<file path="src/pss_defines.vh">
/*
 * pss_defines.vh: register map, field layout and timing constants for the
 * auxiliary motor staging and sleep/wake controller.
 * Assumes inclusion by bare name from design files in the same folder.
 */
`ifndef PSS_DEFINES_VH
`define PSS_DEFINES_VH

// register byte addresses (word aligned)
`define PSS_REG_CTRL        8'h00
`define PSS_REG_START_FREQ  8'h04
`define PSS_REG_STOP_FREQ   8'h08
`define PSS_REG_START_DLY   8'h0c
`define PSS_REG_STOP_DLY    8'h10
`define PSS_REG_DETECT_TIME 8'h14
`define PSS_REG_SLEEP_FREQ  8'h18
`define PSS_REG_WAKE_FREQ   8'h1c
`define PSS_REG_MIN_FREQ    8'h20
`define PSS_REG_LOWER_BOUND 8'h24
`define PSS_REG_OUT_CFG     8'h28
`define PSS_REG_STATUS      8'h2c

// control fields
`define PSS_CTRL_SLEEP_EN   0
`define PSS_CTRL_RUN        1

// output terminal function codes for auxiliary motors
`define PSS_CODE_AUX1       5'h10
`define PSS_CODE_AUX2       5'h11
`define PSS_CODE_AUX3       5'h12
`define PSS_CODE_W          5
`define PSS_TERMINALS       4

// status fields
`define PSS_ST_SLEEP        0
`define PSS_ST_WAKING       1
`define PSS_ST_ON_LSB       4
`define PSS_ST_CNT_LSB      8

// timing: 0.1 s tick at the system clock
`define PSS_CLK_HZ          100000000
`define PSS_TICK_SEC_TENTHS 1
`define PSS_TICK_CYCLES     (`PSS_CLK_HZ / 10 * `PSS_TICK_SEC_TENTHS)

// sleep state machine
`define PSS_S_RUN           2'h0
`define PSS_S_SLEEP         2'h1

`define PSS_BUS_READ_LAT    1'b1
`endif

</file>
<file path="src/pss_ctrl.v">
/*
 * pss_ctrl.v: auxiliary motor staging and sleep/wake controller with
 * an Avalon-MM register slave.
 * Assumes REF_CLK at 100 MHz, synchronous SYS_RST, and frequency inputs
 * in 0.01 Hz units synchronous to REF_CLK.
 */
`timescale 1ns/100ps
`include "pss_defines.vh"

//
// Behaviour
// - The aux motor count is how many output terminals carry aux codes, at most three.
// - Aux motors stop in the same order they started, earliest first.
// - A zero aux start frequency never lets any aux motor start.
// - Sleep is entered after output frequency stays at/below sleep frequency past detection time.
// - Sleep is left once the command stays above wake frequency past detection time.
// - The PID command is tracked during sleep and waking pulses WAKE_RAMP for one cycle.
// - PID between minimum and lower bound gives zero while in the sleep state, else lower bound.
// - PID below minimum with sleep enabled and conditions met gives zero output and sleep.
// - PID below minimum with low output but detection time pending commands the lower bound.
// - PID below minimum with sleep disabled drives output to zero.
module pss_ctrl #(
  parameter FW       = 16,
  parameter TW       = 16,
  parameter TICK_DIV = `PSS_TICK_CYCLES
) (
  input  wire          REF_CLK,
  input  wire          SYS_RST,
  input  wire          CLK_EN,
  input  wire [7:0]    AVS_ADDRESS,
  input  wire          AVS_READ,
  input  wire          AVS_WRITE,
  input  wire [31:0]   AVS_WRITEDATA,
  output reg  [31:0]   AVS_READDATA,
  output reg           AVS_WAITREQUEST,
  input  wire [FW-1:0] PID_FREQ,
  input  wire [FW-1:0] OUTPUT_FREQ,
  output reg  [FW-1:0] FREQ_COMMAND,
  output reg           SLEEP_ACTIVE,
  output reg           WAKE_RAMP,
  output reg  [3:0]    AUX_TERMINAL
);
  reg  [1:0]    ctrl;
  reg  [FW-1:0] aux_start_frequency;
  reg  [FW-1:0] aux_stop_frequency;
  reg  [TW-1:0] aux_start_delay;
  reg  [TW-1:0] aux_stop_delay;
  reg  [TW-1:0] sleep_wake_detect_time;
  reg  [FW-1:0] sleep_frequency;
  reg  [FW-1:0] wake_frequency;
  reg  [FW-1:0] minimum_output_frequency;
  reg  [FW-1:0] lower_bound;
  reg  [19:0]   out_cfg;
  reg  [31:0]   tick_count;
  reg           tick;
  reg  [2:0]    aux_on;
  reg  [1:0]    next_slot;
  reg  [1:0]    oldest;
  reg  [1:0]    state;
  reg           answered;
  reg  [1:0]    aux_count;
  reg  [31:0]   rd_mux;
  reg  [FW-1:0] next_cmd;
  reg  [3:0]    next_term;
  integer       i;
  integer       j;
  localparam [1:0] ST_RUN   = `PSS_S_RUN;
  localparam [1:0] ST_SLEEP = `PSS_S_SLEEP;
  wire          start_done;
  wire          stop_done;
  wire          sleep_done;
  wire          wake_done;
  wire          sleep_en = ctrl[`PSS_CTRL_SLEEP_EN];
  wire          running  = ctrl[`PSS_CTRL_RUN];
  wire          out_low  = OUTPUT_FREQ <= sleep_frequency;
  wire [2:0]    on_cnt   = {2'h0, aux_on[0]} + {2'h0, aux_on[1]}
                           + {2'h0, aux_on[2]};
  wire          can_start = (aux_start_frequency != {FW{1'b0}})
                            && ({1'b0, on_cnt} < {2'h0, aux_count});
  wire          start_cond = running && (state == `PSS_S_RUN) && can_start
                             && (OUTPUT_FREQ >= aux_start_frequency);
  wire          stop_cond  = running && (on_cnt != 3'h0)
                             && (OUTPUT_FREQ <= aux_stop_frequency);
  wire          sleep_cond = running && sleep_en && (state == `PSS_S_RUN)
                             && out_low;
  wire          wake_cond  = (state == `PSS_S_SLEEP)
                             && (PID_FREQ > wake_frequency);
  wire          bus_req    = AVS_READ || AVS_WRITE;
  // each action restarts its timer: one motor per delay period
  wire          start_fire = start_done && start_cond;
  wire          stop_fire  = stop_done && stop_cond;

  // count aux-coded terminals, clamped at three
  always @* begin
    aux_count = 2'h0;
    for (i = 0; i < `PSS_TERMINALS; i = i + 1) begin
      if ((out_cfg[i*`PSS_CODE_W +: `PSS_CODE_W] == `PSS_CODE_AUX1 ||
           out_cfg[i*`PSS_CODE_W +: `PSS_CODE_W] == `PSS_CODE_AUX2 ||
           out_cfg[i*`PSS_CODE_W +: `PSS_CODE_W] == `PSS_CODE_AUX3) &&
          aux_count != 2'h3)
        aux_count = aux_count + 2'h1;
    end
  end

  // 0.1 s tick
  always @(posedge REF_CLK) begin
    if (SYS_RST) begin
      tick_count <= 32'h0;
      tick       <= 1'b0;
    end else if (CLK_EN) begin
      tick <= 1'b0;
      if (tick_count >= TICK_DIV - 1) begin
        tick_count <= 32'h0;
        tick       <= 1'b1;
      end else
        tick_count <= tick_count + 32'h1;
    end
  end

  pss_timer #(.W(TW)) u_start (
    .clk(REF_CLK), .rst(SYS_RST), .ce(CLK_EN), .tick(tick),
    .cond(start_cond && !start_fire), .limit(aux_start_delay),
    .done(start_done));
  pss_timer #(.W(TW)) u_stop (
    .clk(REF_CLK), .rst(SYS_RST), .ce(CLK_EN), .tick(tick),
    .cond(stop_cond && !stop_fire), .limit(aux_stop_delay),
    .done(stop_done));
  pss_timer #(.W(TW)) u_sleep (
    .clk(REF_CLK), .rst(SYS_RST), .ce(CLK_EN), .tick(tick),
    .cond(sleep_cond), .limit(sleep_wake_detect_time),
    .done(sleep_done));
  pss_timer #(.W(TW)) u_wake (
    .clk(REF_CLK), .rst(SYS_RST), .ce(CLK_EN), .tick(tick),
    .cond(wake_cond), .limit(sleep_wake_detect_time),
    .done(wake_done));

  // aux staging: slots fill round robin so stop order follows start order
  always @(posedge REF_CLK) begin
    if (SYS_RST) begin
      aux_on    <= 3'h0;
      next_slot <= 2'h0;
      oldest    <= 2'h0;
    end else if (CLK_EN) begin
      if (!running) begin
        aux_on    <= 3'h0;
        next_slot <= 2'h0;
        oldest    <= 2'h0;
      end else if (start_fire) begin
        aux_on[next_slot] <= 1'b1;
        next_slot <= (next_slot == 2'h2) ? 2'h0 : next_slot + 2'h1;
      end else if (stop_fire) begin
        aux_on[oldest] <= 1'b0;
        oldest <= (oldest == 2'h2) ? 2'h0 : oldest + 2'h1;
      end
    end
  end

  // sleep state
  always @(posedge REF_CLK) begin
    if (SYS_RST)
      state <= ST_RUN;
    else if (CLK_EN) begin
      case (state)
        ST_RUN:
          if (sleep_done && sleep_cond)
            state <= ST_SLEEP;
        ST_SLEEP:
          if (wake_done && wake_cond)
            state <= ST_RUN;
        default:
          state <= ST_RUN;
      endcase
    end
  end

  // frequency command selection
  always @* begin
    next_cmd = PID_FREQ;
    if (state == `PSS_S_SLEEP)
      next_cmd = {FW{1'b0}};
    else if (PID_FREQ < minimum_output_frequency) begin
      if (!sleep_en)
        next_cmd = {FW{1'b0}};
      else
        next_cmd = lower_bound;
    end else if (PID_FREQ <= lower_bound)
      next_cmd = lower_bound;
    if (!running)
      next_cmd = {FW{1'b0}};
  end

  always @* begin
    next_term = 4'h0;
    for (j = 0; j < `PSS_TERMINALS; j = j + 1) begin
      if (out_cfg[j*`PSS_CODE_W +: `PSS_CODE_W] == `PSS_CODE_AUX1)
        next_term[j] = aux_on[0];
      else if (out_cfg[j*`PSS_CODE_W +: `PSS_CODE_W] == `PSS_CODE_AUX2)
        next_term[j] = aux_on[1];
      else if (out_cfg[j*`PSS_CODE_W +: `PSS_CODE_W] == `PSS_CODE_AUX3)
        next_term[j] = aux_on[2];
    end
  end

  always @(posedge REF_CLK) begin
    if (SYS_RST) begin
      FREQ_COMMAND <= {FW{1'b0}};
      SLEEP_ACTIVE <= 1'b0;
      WAKE_RAMP    <= 1'b0;
      AUX_TERMINAL <= 4'h0;
    end else if (CLK_EN) begin
      FREQ_COMMAND <= next_cmd;
      SLEEP_ACTIVE <= (state == `PSS_S_SLEEP);
      // ramp request held for one cycle as sleep ends; pid keeps running
      WAKE_RAMP    <= (state == `PSS_S_SLEEP) && wake_done
                      && wake_cond;
      AUX_TERMINAL <= next_term;
    end
  end

  always @* begin
    case (AVS_ADDRESS)
      `PSS_REG_CTRL:        rd_mux = {30'h0, ctrl};
      `PSS_REG_START_FREQ:  rd_mux = {{(32-FW){1'b0}}, aux_start_frequency};
      `PSS_REG_STOP_FREQ:   rd_mux = {{(32-FW){1'b0}}, aux_stop_frequency};
      `PSS_REG_START_DLY:   rd_mux = {{(32-TW){1'b0}}, aux_start_delay};
      `PSS_REG_STOP_DLY:    rd_mux = {{(32-TW){1'b0}}, aux_stop_delay};
      `PSS_REG_DETECT_TIME: rd_mux = {{(32-TW){1'b0}},
                                      sleep_wake_detect_time};
      `PSS_REG_SLEEP_FREQ:  rd_mux = {{(32-FW){1'b0}}, sleep_frequency};
      `PSS_REG_WAKE_FREQ:   rd_mux = {{(32-FW){1'b0}}, wake_frequency};
      `PSS_REG_MIN_FREQ:    rd_mux = {{(32-FW){1'b0}},
                                      minimum_output_frequency};
      `PSS_REG_LOWER_BOUND: rd_mux = {{(32-FW){1'b0}}, lower_bound};
      `PSS_REG_OUT_CFG:     rd_mux = {12'h0, out_cfg};
      `PSS_REG_STATUS:      rd_mux = {22'h0, aux_count, 1'b0, aux_on,
                                      2'h0, WAKE_RAMP,
                                      (state == `PSS_S_SLEEP)};
      default:              rd_mux = 32'h0;
    endcase
  end

  // one wait cycle, then answer; unmapped reads give zero
  always @(posedge REF_CLK) begin
    if (SYS_RST) begin
      AVS_WAITREQUEST <= 1'b1;
      AVS_READDATA    <= 32'h0;
      answered        <= 1'b0;
      ctrl            <= 2'h0;
      aux_start_frequency      <= {FW{1'b0}};
      aux_stop_frequency       <= {FW{1'b0}};
      aux_start_delay          <= {TW{1'b0}};
      aux_stop_delay           <= {TW{1'b0}};
      sleep_wake_detect_time   <= {TW{1'b0}};
      sleep_frequency          <= {FW{1'b0}};
      wake_frequency           <= {FW{1'b0}};
      minimum_output_frequency <= {FW{1'b0}};
      lower_bound              <= {FW{1'b0}};
      out_cfg                  <= 20'h0;
    end else if (CLK_EN) begin
      AVS_WAITREQUEST <= 1'b1;
      answered        <= 1'b0;
      if (bus_req && !answered && AVS_WAITREQUEST) begin
        AVS_WAITREQUEST <= 1'b0;
        answered        <= 1'b1;
        AVS_READDATA    <= AVS_READ ? rd_mux : 32'h0;
        if (AVS_WRITE) begin
          case (AVS_ADDRESS)
            `PSS_REG_CTRL:        ctrl <= AVS_WRITEDATA[1:0];
            `PSS_REG_START_FREQ:  aux_start_frequency <= AVS_WRITEDATA[FW-1:0];
            `PSS_REG_STOP_FREQ:   aux_stop_frequency <= AVS_WRITEDATA[FW-1:0];
            `PSS_REG_START_DLY:   aux_start_delay <= AVS_WRITEDATA[TW-1:0];
            `PSS_REG_STOP_DLY:    aux_stop_delay <= AVS_WRITEDATA[TW-1:0];
            `PSS_REG_DETECT_TIME: sleep_wake_detect_time <=
                                    AVS_WRITEDATA[TW-1:0];
            `PSS_REG_SLEEP_FREQ:  sleep_frequency <= AVS_WRITEDATA[FW-1:0];
            `PSS_REG_WAKE_FREQ:   wake_frequency <= AVS_WRITEDATA[FW-1:0];
            `PSS_REG_MIN_FREQ:    minimum_output_frequency <=
                                    AVS_WRITEDATA[FW-1:0];
            `PSS_REG_LOWER_BOUND: lower_bound <= AVS_WRITEDATA[FW-1:0];
            `PSS_REG_OUT_CFG:     out_cfg <= AVS_WRITEDATA[19:0];
            default:              ctrl <= ctrl;
          endcase
        end
      end
    end
  end
endmodule

</file>
<file path="src/pss_timer.v">
/*
 * pss_timer.v: qualified-condition timer counting tenths of a second.
 * Assumes a one-cycle tick every 0.1 s and a synchronous reset.
 */
`timescale 1ns/100ps
module pss_timer #(
  parameter W = 16
) (
  input  wire         clk,
  input  wire         rst,
  input  wire         ce,
  input  wire         tick,
  input  wire         cond,
  input  wire [W-1:0] limit,
  output reg          done
);
  reg [W-1:0] count;

  always @(posedge clk) begin
    if (rst) begin
      count <= {W{1'b0}};
      done  <= 1'b0;
    end else if (ce) begin
      if (!cond) begin
        // restart whenever the entry condition lapses
        count <= {W{1'b0}};
        done  <= 1'b0;
      end else if (tick && !done) begin
        if (count >= limit)
          done <= 1'b1;
        else
          count <= count + {{(W-1){1'b0}}, 1'b1};
      end
    end
  end
endmodule

</file>
<file path="config.mk">
export PLATFORM = sky130hd
export DESIGN_NAME = pss_ctrl
export DESIGN_NICKNAME = d
export VERILOG_FILES = /design/src/pss_ctrl.v /design/src/pss_timer.v
export VERILOG_INCLUDE_DIRS = /design/src
export SDC_FILE = /design/constraint.sdc
export NUM_CORES = 1
export LEC_CHECK = 0
export ABC_AREA = 1
export BUFFER_PORTS_ARGS = -buffer_cell sky130_fd_sc_hd__buf_2
export CAP_MARGIN = 10
export CORE_MARGIN = 4
export CORE_UTILIZATION = 35
export DETAILED_ROUTE_END_ITERATION = 12
export SLEW_MARGIN = 25
export SYNTH_ARGS = -nofsm -noshare
export SYNTH_HDL_FRONTEND = slang
export SYNTH_SLANG_ARGS = --single-unit
</file>
<file path="constraint.sdc">
create_clock -name REF_CLK -period 3.45 [get_ports REF_CLK]
set_clock_uncertainty 0.1 [all_clocks]
set_input_delay 0.1725 -clock REF_CLK [delete_from_list [all_inputs] [get_ports REF_CLK]]
set_output_delay 0.1725 -clock REF_CLK [all_outputs]
set_load 0.02 [all_outputs]
</file>
==> metrics.json <==
{
  "post-route-period-util": {"value": 99.9, "unit": "%"},
  "total_power": {"value": 8.69, "unit": "mW"},
  "layout-area-overhead-vs-synth": {"value": 14.7, "unit": "%"},
  "synth-compound-area-share": {"value": 20.1, "unit": "%"},
  "drt_wl_total": {"value": 63900, "unit": "um"},
  "rsz0062_at_grt": {"value": "yes"},
  "placedInstanceArea": {"value": 19800, "unit": "um^2"},
  "setup_viol": {"value": 0},
  "design.die.area": {"value": 57400, "unit": "um^2"},
  "worst_r2r_startpoint": {"value": "out_cfg[3]$_SDFFE_PP0P_"},
  "hold_worst_slack": {"value": 0.0325, "unit": "ns"},
  "dominant_combinational_cell_family_by_area_after_synthesis": {"value": "simple AND/OR/NAND/NOR gates"},
  "vdd_drop_max": {"value": 0.000253, "unit": "V"},
  "num_rows": {"value": 84},
  "grt_max_degree": {"value": 193},
  "insertion_delay": {"value": 0.56, "unit": "ns"},
  "drv_cap": {"value": 0},
  "worst_r2r_path_depth": {"value": 19},
  "wire_per_inst": {"value": 18.7, "unit": "um"},
  "worst_pin_slew": {"value": 0.881, "unit": "ns"},
  "setup_slack": {"value": 0.00343, "unit": "ns"},
  "port_buffers": {"value": 107},
  "grt-ovfl-total": {"value": 0},
  "dp.final_hpwl": {"value": 47000, "unit": "um"},
  "relative_contribution_of_the_clock_network_to_total_power": {"value": 49.8, "unit": "%"},
  "post_route_core_utilization": {"value": 40.7, "unit": "%"},
  "place_ws": {"value": -0.113, "unit": "ns"},
  "globalRouteTotalUtil": {"value": 21.7, "unit": "%"},
  "synth_simple_gate_area_share": {"value": 22.7, "unit": "%"},
  "post_layout_cell_count": {"value": 3425},
  "worst_setup_hold_path_clk_slew": {"value": 0.06, "unit": "ns"},
  "ys_ff_latch": {"value": 319},
  "die_w": {"value": 240, "unit": "um"},
  "synthMostInstantiatedCell": {"value": "sky130_fd_sc_hd__nand2_1"},
  "synth.largest_area_cell": {"value": "sky130_fd_sc_hd__dfxtp_1"},
  "h-tree-depth": {"value": 2},
  "ys_seq_area_share": {"value": 34.0, "unit": "%"},
  "final_period_minus_worst_setup_slack": {"value": 3.45, "unit": "ns"},
  "clkSinkCount": {"value": 319},
  "syn_area_per_cell": {"value": 7.14, "unit": "um^2"},
  "criticalPathCategory": {"value": "reg -> reg"},
  "cp-start-kind": {"value": "flop"},
  "synth_adder_area_share": {"value": 11.3, "unit": "%"},
  "setup.reg_to_reg.worst_slack": {"value": 0.003, "unit": "ns"},
  "combPwrFrac": {"value": 7.4, "unit": "%"},
  "gp_congestion": {"value": 0.939},
  "core_area": {"value": 52900, "unit": "um^2"},
  "setup_total_negative_slack": {"value": 0, "unit": "ns"},
  "share_of_synthesized_area_spent_on_multiplexers": {"value": 0.0533, "unit": "%"},
  "min_path_type": {"value": "in -> reg"},
  "vias_per_cell": {"value": 5.41},
  "grt_first_pass_wirelength": {"value": 98400, "unit": "um"},
  "ant_nets": {"value": 0},
  "status": {"value": "finished clean"},
  "max_fanout_on_critical_path": {"value": 8},
  "dr.first_iter.drc_count": {"value": 1712},
  "ctsLongestPathBuffers": {"value": 3},
  "initial_util": {"value": 35.5, "unit": "%"},
  "p_int": {"value": 6.54, "unit": "mW"},
  "highest_clock_frequency_the_design_can_meet": {"value": 290, "unit": "MHz"},
  "power_leakage": {"value": 8.18, "unit": "nW"},
  "synthesis.instances": {"value": 2628},
  "sw_frac_of_total": {"value": 24.7, "unit": "%"},
  "dieHeight": {"value": 240, "unit": "um"},
  "power_density": {"value": 404, "unit": "nW/um^2"},
  "clock_tree.root_cell": {"value": "sky130_fd_sc_hd__clkbuf_16"},
  "layout.nets": {"value": 2954},
  "synth_largest_type_area_fraction": {"value": 34.0, "unit": "%"},
  "drtPass1Iterations": {"value": 6},
  "synthFlopType": {"value": "sky130_fd_sc_hd__dfxtp_1"},
  "post_synth_instance_area": {"value": 18800, "unit": "um^2"},
  "synthesis.yosys.warnings": {"value": 0},
  "worstPathArrival": {"value": 3.83, "unit": "ns"},
  "cts_tree": {"value": "done"},
  "cts_inserted_buffers": {"value": 39},
  "min_path_cells": {"value": 5},
  "drcViolationCount": {"value": 0},
  "post_synth_xor_area_fraction": {"value": 2.43, "unit": "%"},
  "fillCellCount": {"value": 5432},
  "timing.rr.end": {"value": "u_start.count[13]$_SDFFE_PP0P_"},
  "number_of_enable_type_register_cells_in_the_synthesized_netlist": {"value": 0},
  "max_slew_margin": {"value": 41.2, "unit": "%"},
  "synth.cells.most_frequent": {"value": "363 x sky130_fd_sc_hd__nand2_1, 349 x sky130_fd_sc_hd__a21oi_1, 319 x sky130_fd_sc_hd__dfxtp_1"},
  "first_global_vias": {"value": 17300},
  "routed-via-count": {"value": 18500},
  "grt_antenna_before_repair": {"value": 4},
  "final-max-slew-violation-count": {"value": 0},
  "layout-drive-gt1-share": {"value": 10.6, "unit": "%"},
  "final_hold_viol_count": {"value": 0},
  "asyncSetResetFlopFracSynth": {"value": 0, "unit": "%"},
  "synth_cell_type_count": {"value": 54},
  "min_from": {"value": "PID_FREQ[13]"},
  "dp.cells": {"value": 3328},
  "worstPathRequired": {"value": 3.83, "unit": "ns"},
  "pin_count": {"value": 132},
  "finalInstanceArea": {"value": 21500, "unit": "um^2"},
  "pwr-share-seq": {"value": 42.8, "unit": "%"},
  "power.switching": {"value": 2.15, "unit": "mW"},
  "whs_endpoint": {"value": "FREQ_COMMAND[13]$_SDFFE_PP0P_"},
  "crit_path_end_kind": {"value": "flop"},
  "synth.top_cells.by_area": {"value": "sky130_fd_sc_hd__dfxtp_1 34%, sky130_fd_sc_hd__ha_1 11%, sky130_fd_sc_hd__a21oi_1 9.3%, sky130_fd_sc_hd__nand2_1 7.3%, sky130_fd_sc_hd__o21ai_0 5.9%"}
}
## power groups by stage
stage	combinational (mW)	sequential (mW)	clock (mW)
6_report	0.645	3.72	4.32
3_3_place_gp	0.595	3.80	0
2_1_floorplan	0.396	3.80	0
4_1_cts	0.631	3.72	4.41
5_1_grt	0.715	3.72	4.53
3_5_place_dp	0.610	3.80	0
## kinds of logic (layout without fill, tap and decap cells)
kind of cell	Yosys count	after routing
AOI/OAI and AO/OA	697	697
muxes	1	1
buffers and inverters	436	532
adders and majority gates	169	169
xor gates and xnor gates	52	52
and+or+nand+nor	953	954
DFF	319	319
other	1	13
## layout by cell type, fill, tap and decap left out, drive strengths merged, types with 8 or more instances in the layout
master | synthesis | routed
o21ai | 230 | 230
clkbuf | 79 | 57
conb | 1 | 12
clkinv | 2 | 8
o211ai | 24 | 24
xnor2 | 12 | 12
nor2 | 262 | 263
nor3 | 46 | 46
xor2 | 40 | 40
ha | 168 | 168
nand3 | 202 | 202
dfxtp | 319 | 319
a21oi | 349 | 349
nand4 | 41 | 41
inv | 296 | 297
o22ai | 40 | 40
dlygate4sd3 | 0 | 21
a221oi | 28 | 28
buf | 59 | 144
nand2 | 376 | 376
nor4 | 17 | 17
## critical path, cell delays in order (launching register included)
cell	delay, ns
sky130_fd_sc_hd__dfxtp_2	0.33
sky130_fd_sc_hd__nor2_2	0.12
sky130_fd_sc_hd__inv_2	0.06
sky130_fd_sc_hd__nor4_4	0.28
sky130_fd_sc_hd__nor2_2	0.07
sky130_fd_sc_hd__ha_1	0.34
sky130_fd_sc_hd__nand2_2	0.11
sky130_fd_sc_hd__nand2_4	0.09
sky130_fd_sc_hd__o21ai_4	0.15
sky130_fd_sc_hd__ha_2	0.21
sky130_fd_sc_hd__inv_2	0.04
sky130_fd_sc_hd__nand2_2	0.07
sky130_fd_sc_hd__mux2i_1	0.23
sky130_fd_sc_hd__ha_1	0.29
sky130_fd_sc_hd__nand2_4	0.10
sky130_fd_sc_hd__nand4_4	0.20
sky130_fd_sc_hd__nand2_4	0.17
sky130_fd_sc_hd__buf_6	0.15
sky130_fd_sc_hd__nand3_1	0.09
sky130_fd_sc_hd__a21oi_2	0.16
## worst max path at each step
stage	startpoint	to	slack [ns]	cells after the start
after global placement	out_cfg[2]$_SDFFE_PP0P_	u_start.count[8]$_SDFFE_PP0P_	0.07	20
after CTS	out_cfg[0]$_SDFFE_PP0P_	u_start.count[14]$_SDFFE_PP0P_	0.05	18
after global routing	out_cfg[3]$_SDFFE_PP0P_	u_start.count[6]$_SDFFE_PP0P_	-0.16	20
after detailed placement	out_cfg[2]$_SDFFE_PP0P_	next_slot[1]$_SDFFE_PP0P_	-0.11	20
after floorplan	out_cfg[0]$_SDFFE_PP0P_	u_start.count[10]$_SDFFE_PP0P_	0.28	20
final	out_cfg[3]$_SDFFE_PP0P_	u_start.count[13]$_SDFFE_PP0P_	0.003	19
## registers in the layout, summed over array words and instances (netlist names), 2 cells and up
register / count
AUX_TERMINAL: 4
AVS_READDATA: 20
FREQ_COMMAND: 16
aux_on: 3
aux_start_delay: 16
aux_start_frequency: 16
aux_stop_delay: 16
aux_stop_frequency: 16
ctrl: 2
lower_bound: 16
minimum_output_frequency: 16
next_slot: 2
oldest: 2
out_cfg: 20
sleep_frequency: 16
sleep_wake_detect_time: 16
tick_count: 32
u_sleep.count: 16
u_start.count: 16
u_stop.count: 16
u_wake.count: 16
wake_frequency: 16
## area by class of cell
class | count | area [um^2] | area share, %
clock inverter | 12 | 169 | 0.785
timing repair buffer | 165 | 1050 | 4.86
clock buffer | 57 | 1170 | 5.42
sequential | 319 | 6390 | 29.7
inverter | 298 | 1120 | 5.21
antenna | 1 | 2.50 | 0.0116
multi-input combinational | 1885 | 10800 | 50.1
tap | 688 | 861 | 4.00
## per-layer routing
layer  GRT usage, %  vias up  routed length, um
met5              0        -                  0
met4           7.00        0               1960
met3           3.47      113               5450
met2           34.1      702              28100
met1           30.4     8613              28400
li1               -     9086                  -
## timing repair
action,CTS,global route
hold buffers,21,0
gates resized for setup,5,32
gates cloned,0,1
setup endpoints to repair,21,23
pin swaps,3,8
setup buffers,2,3
endpoints found under the hold margin,65,0
Note: power is estimated with default switching activity, not from simulation.
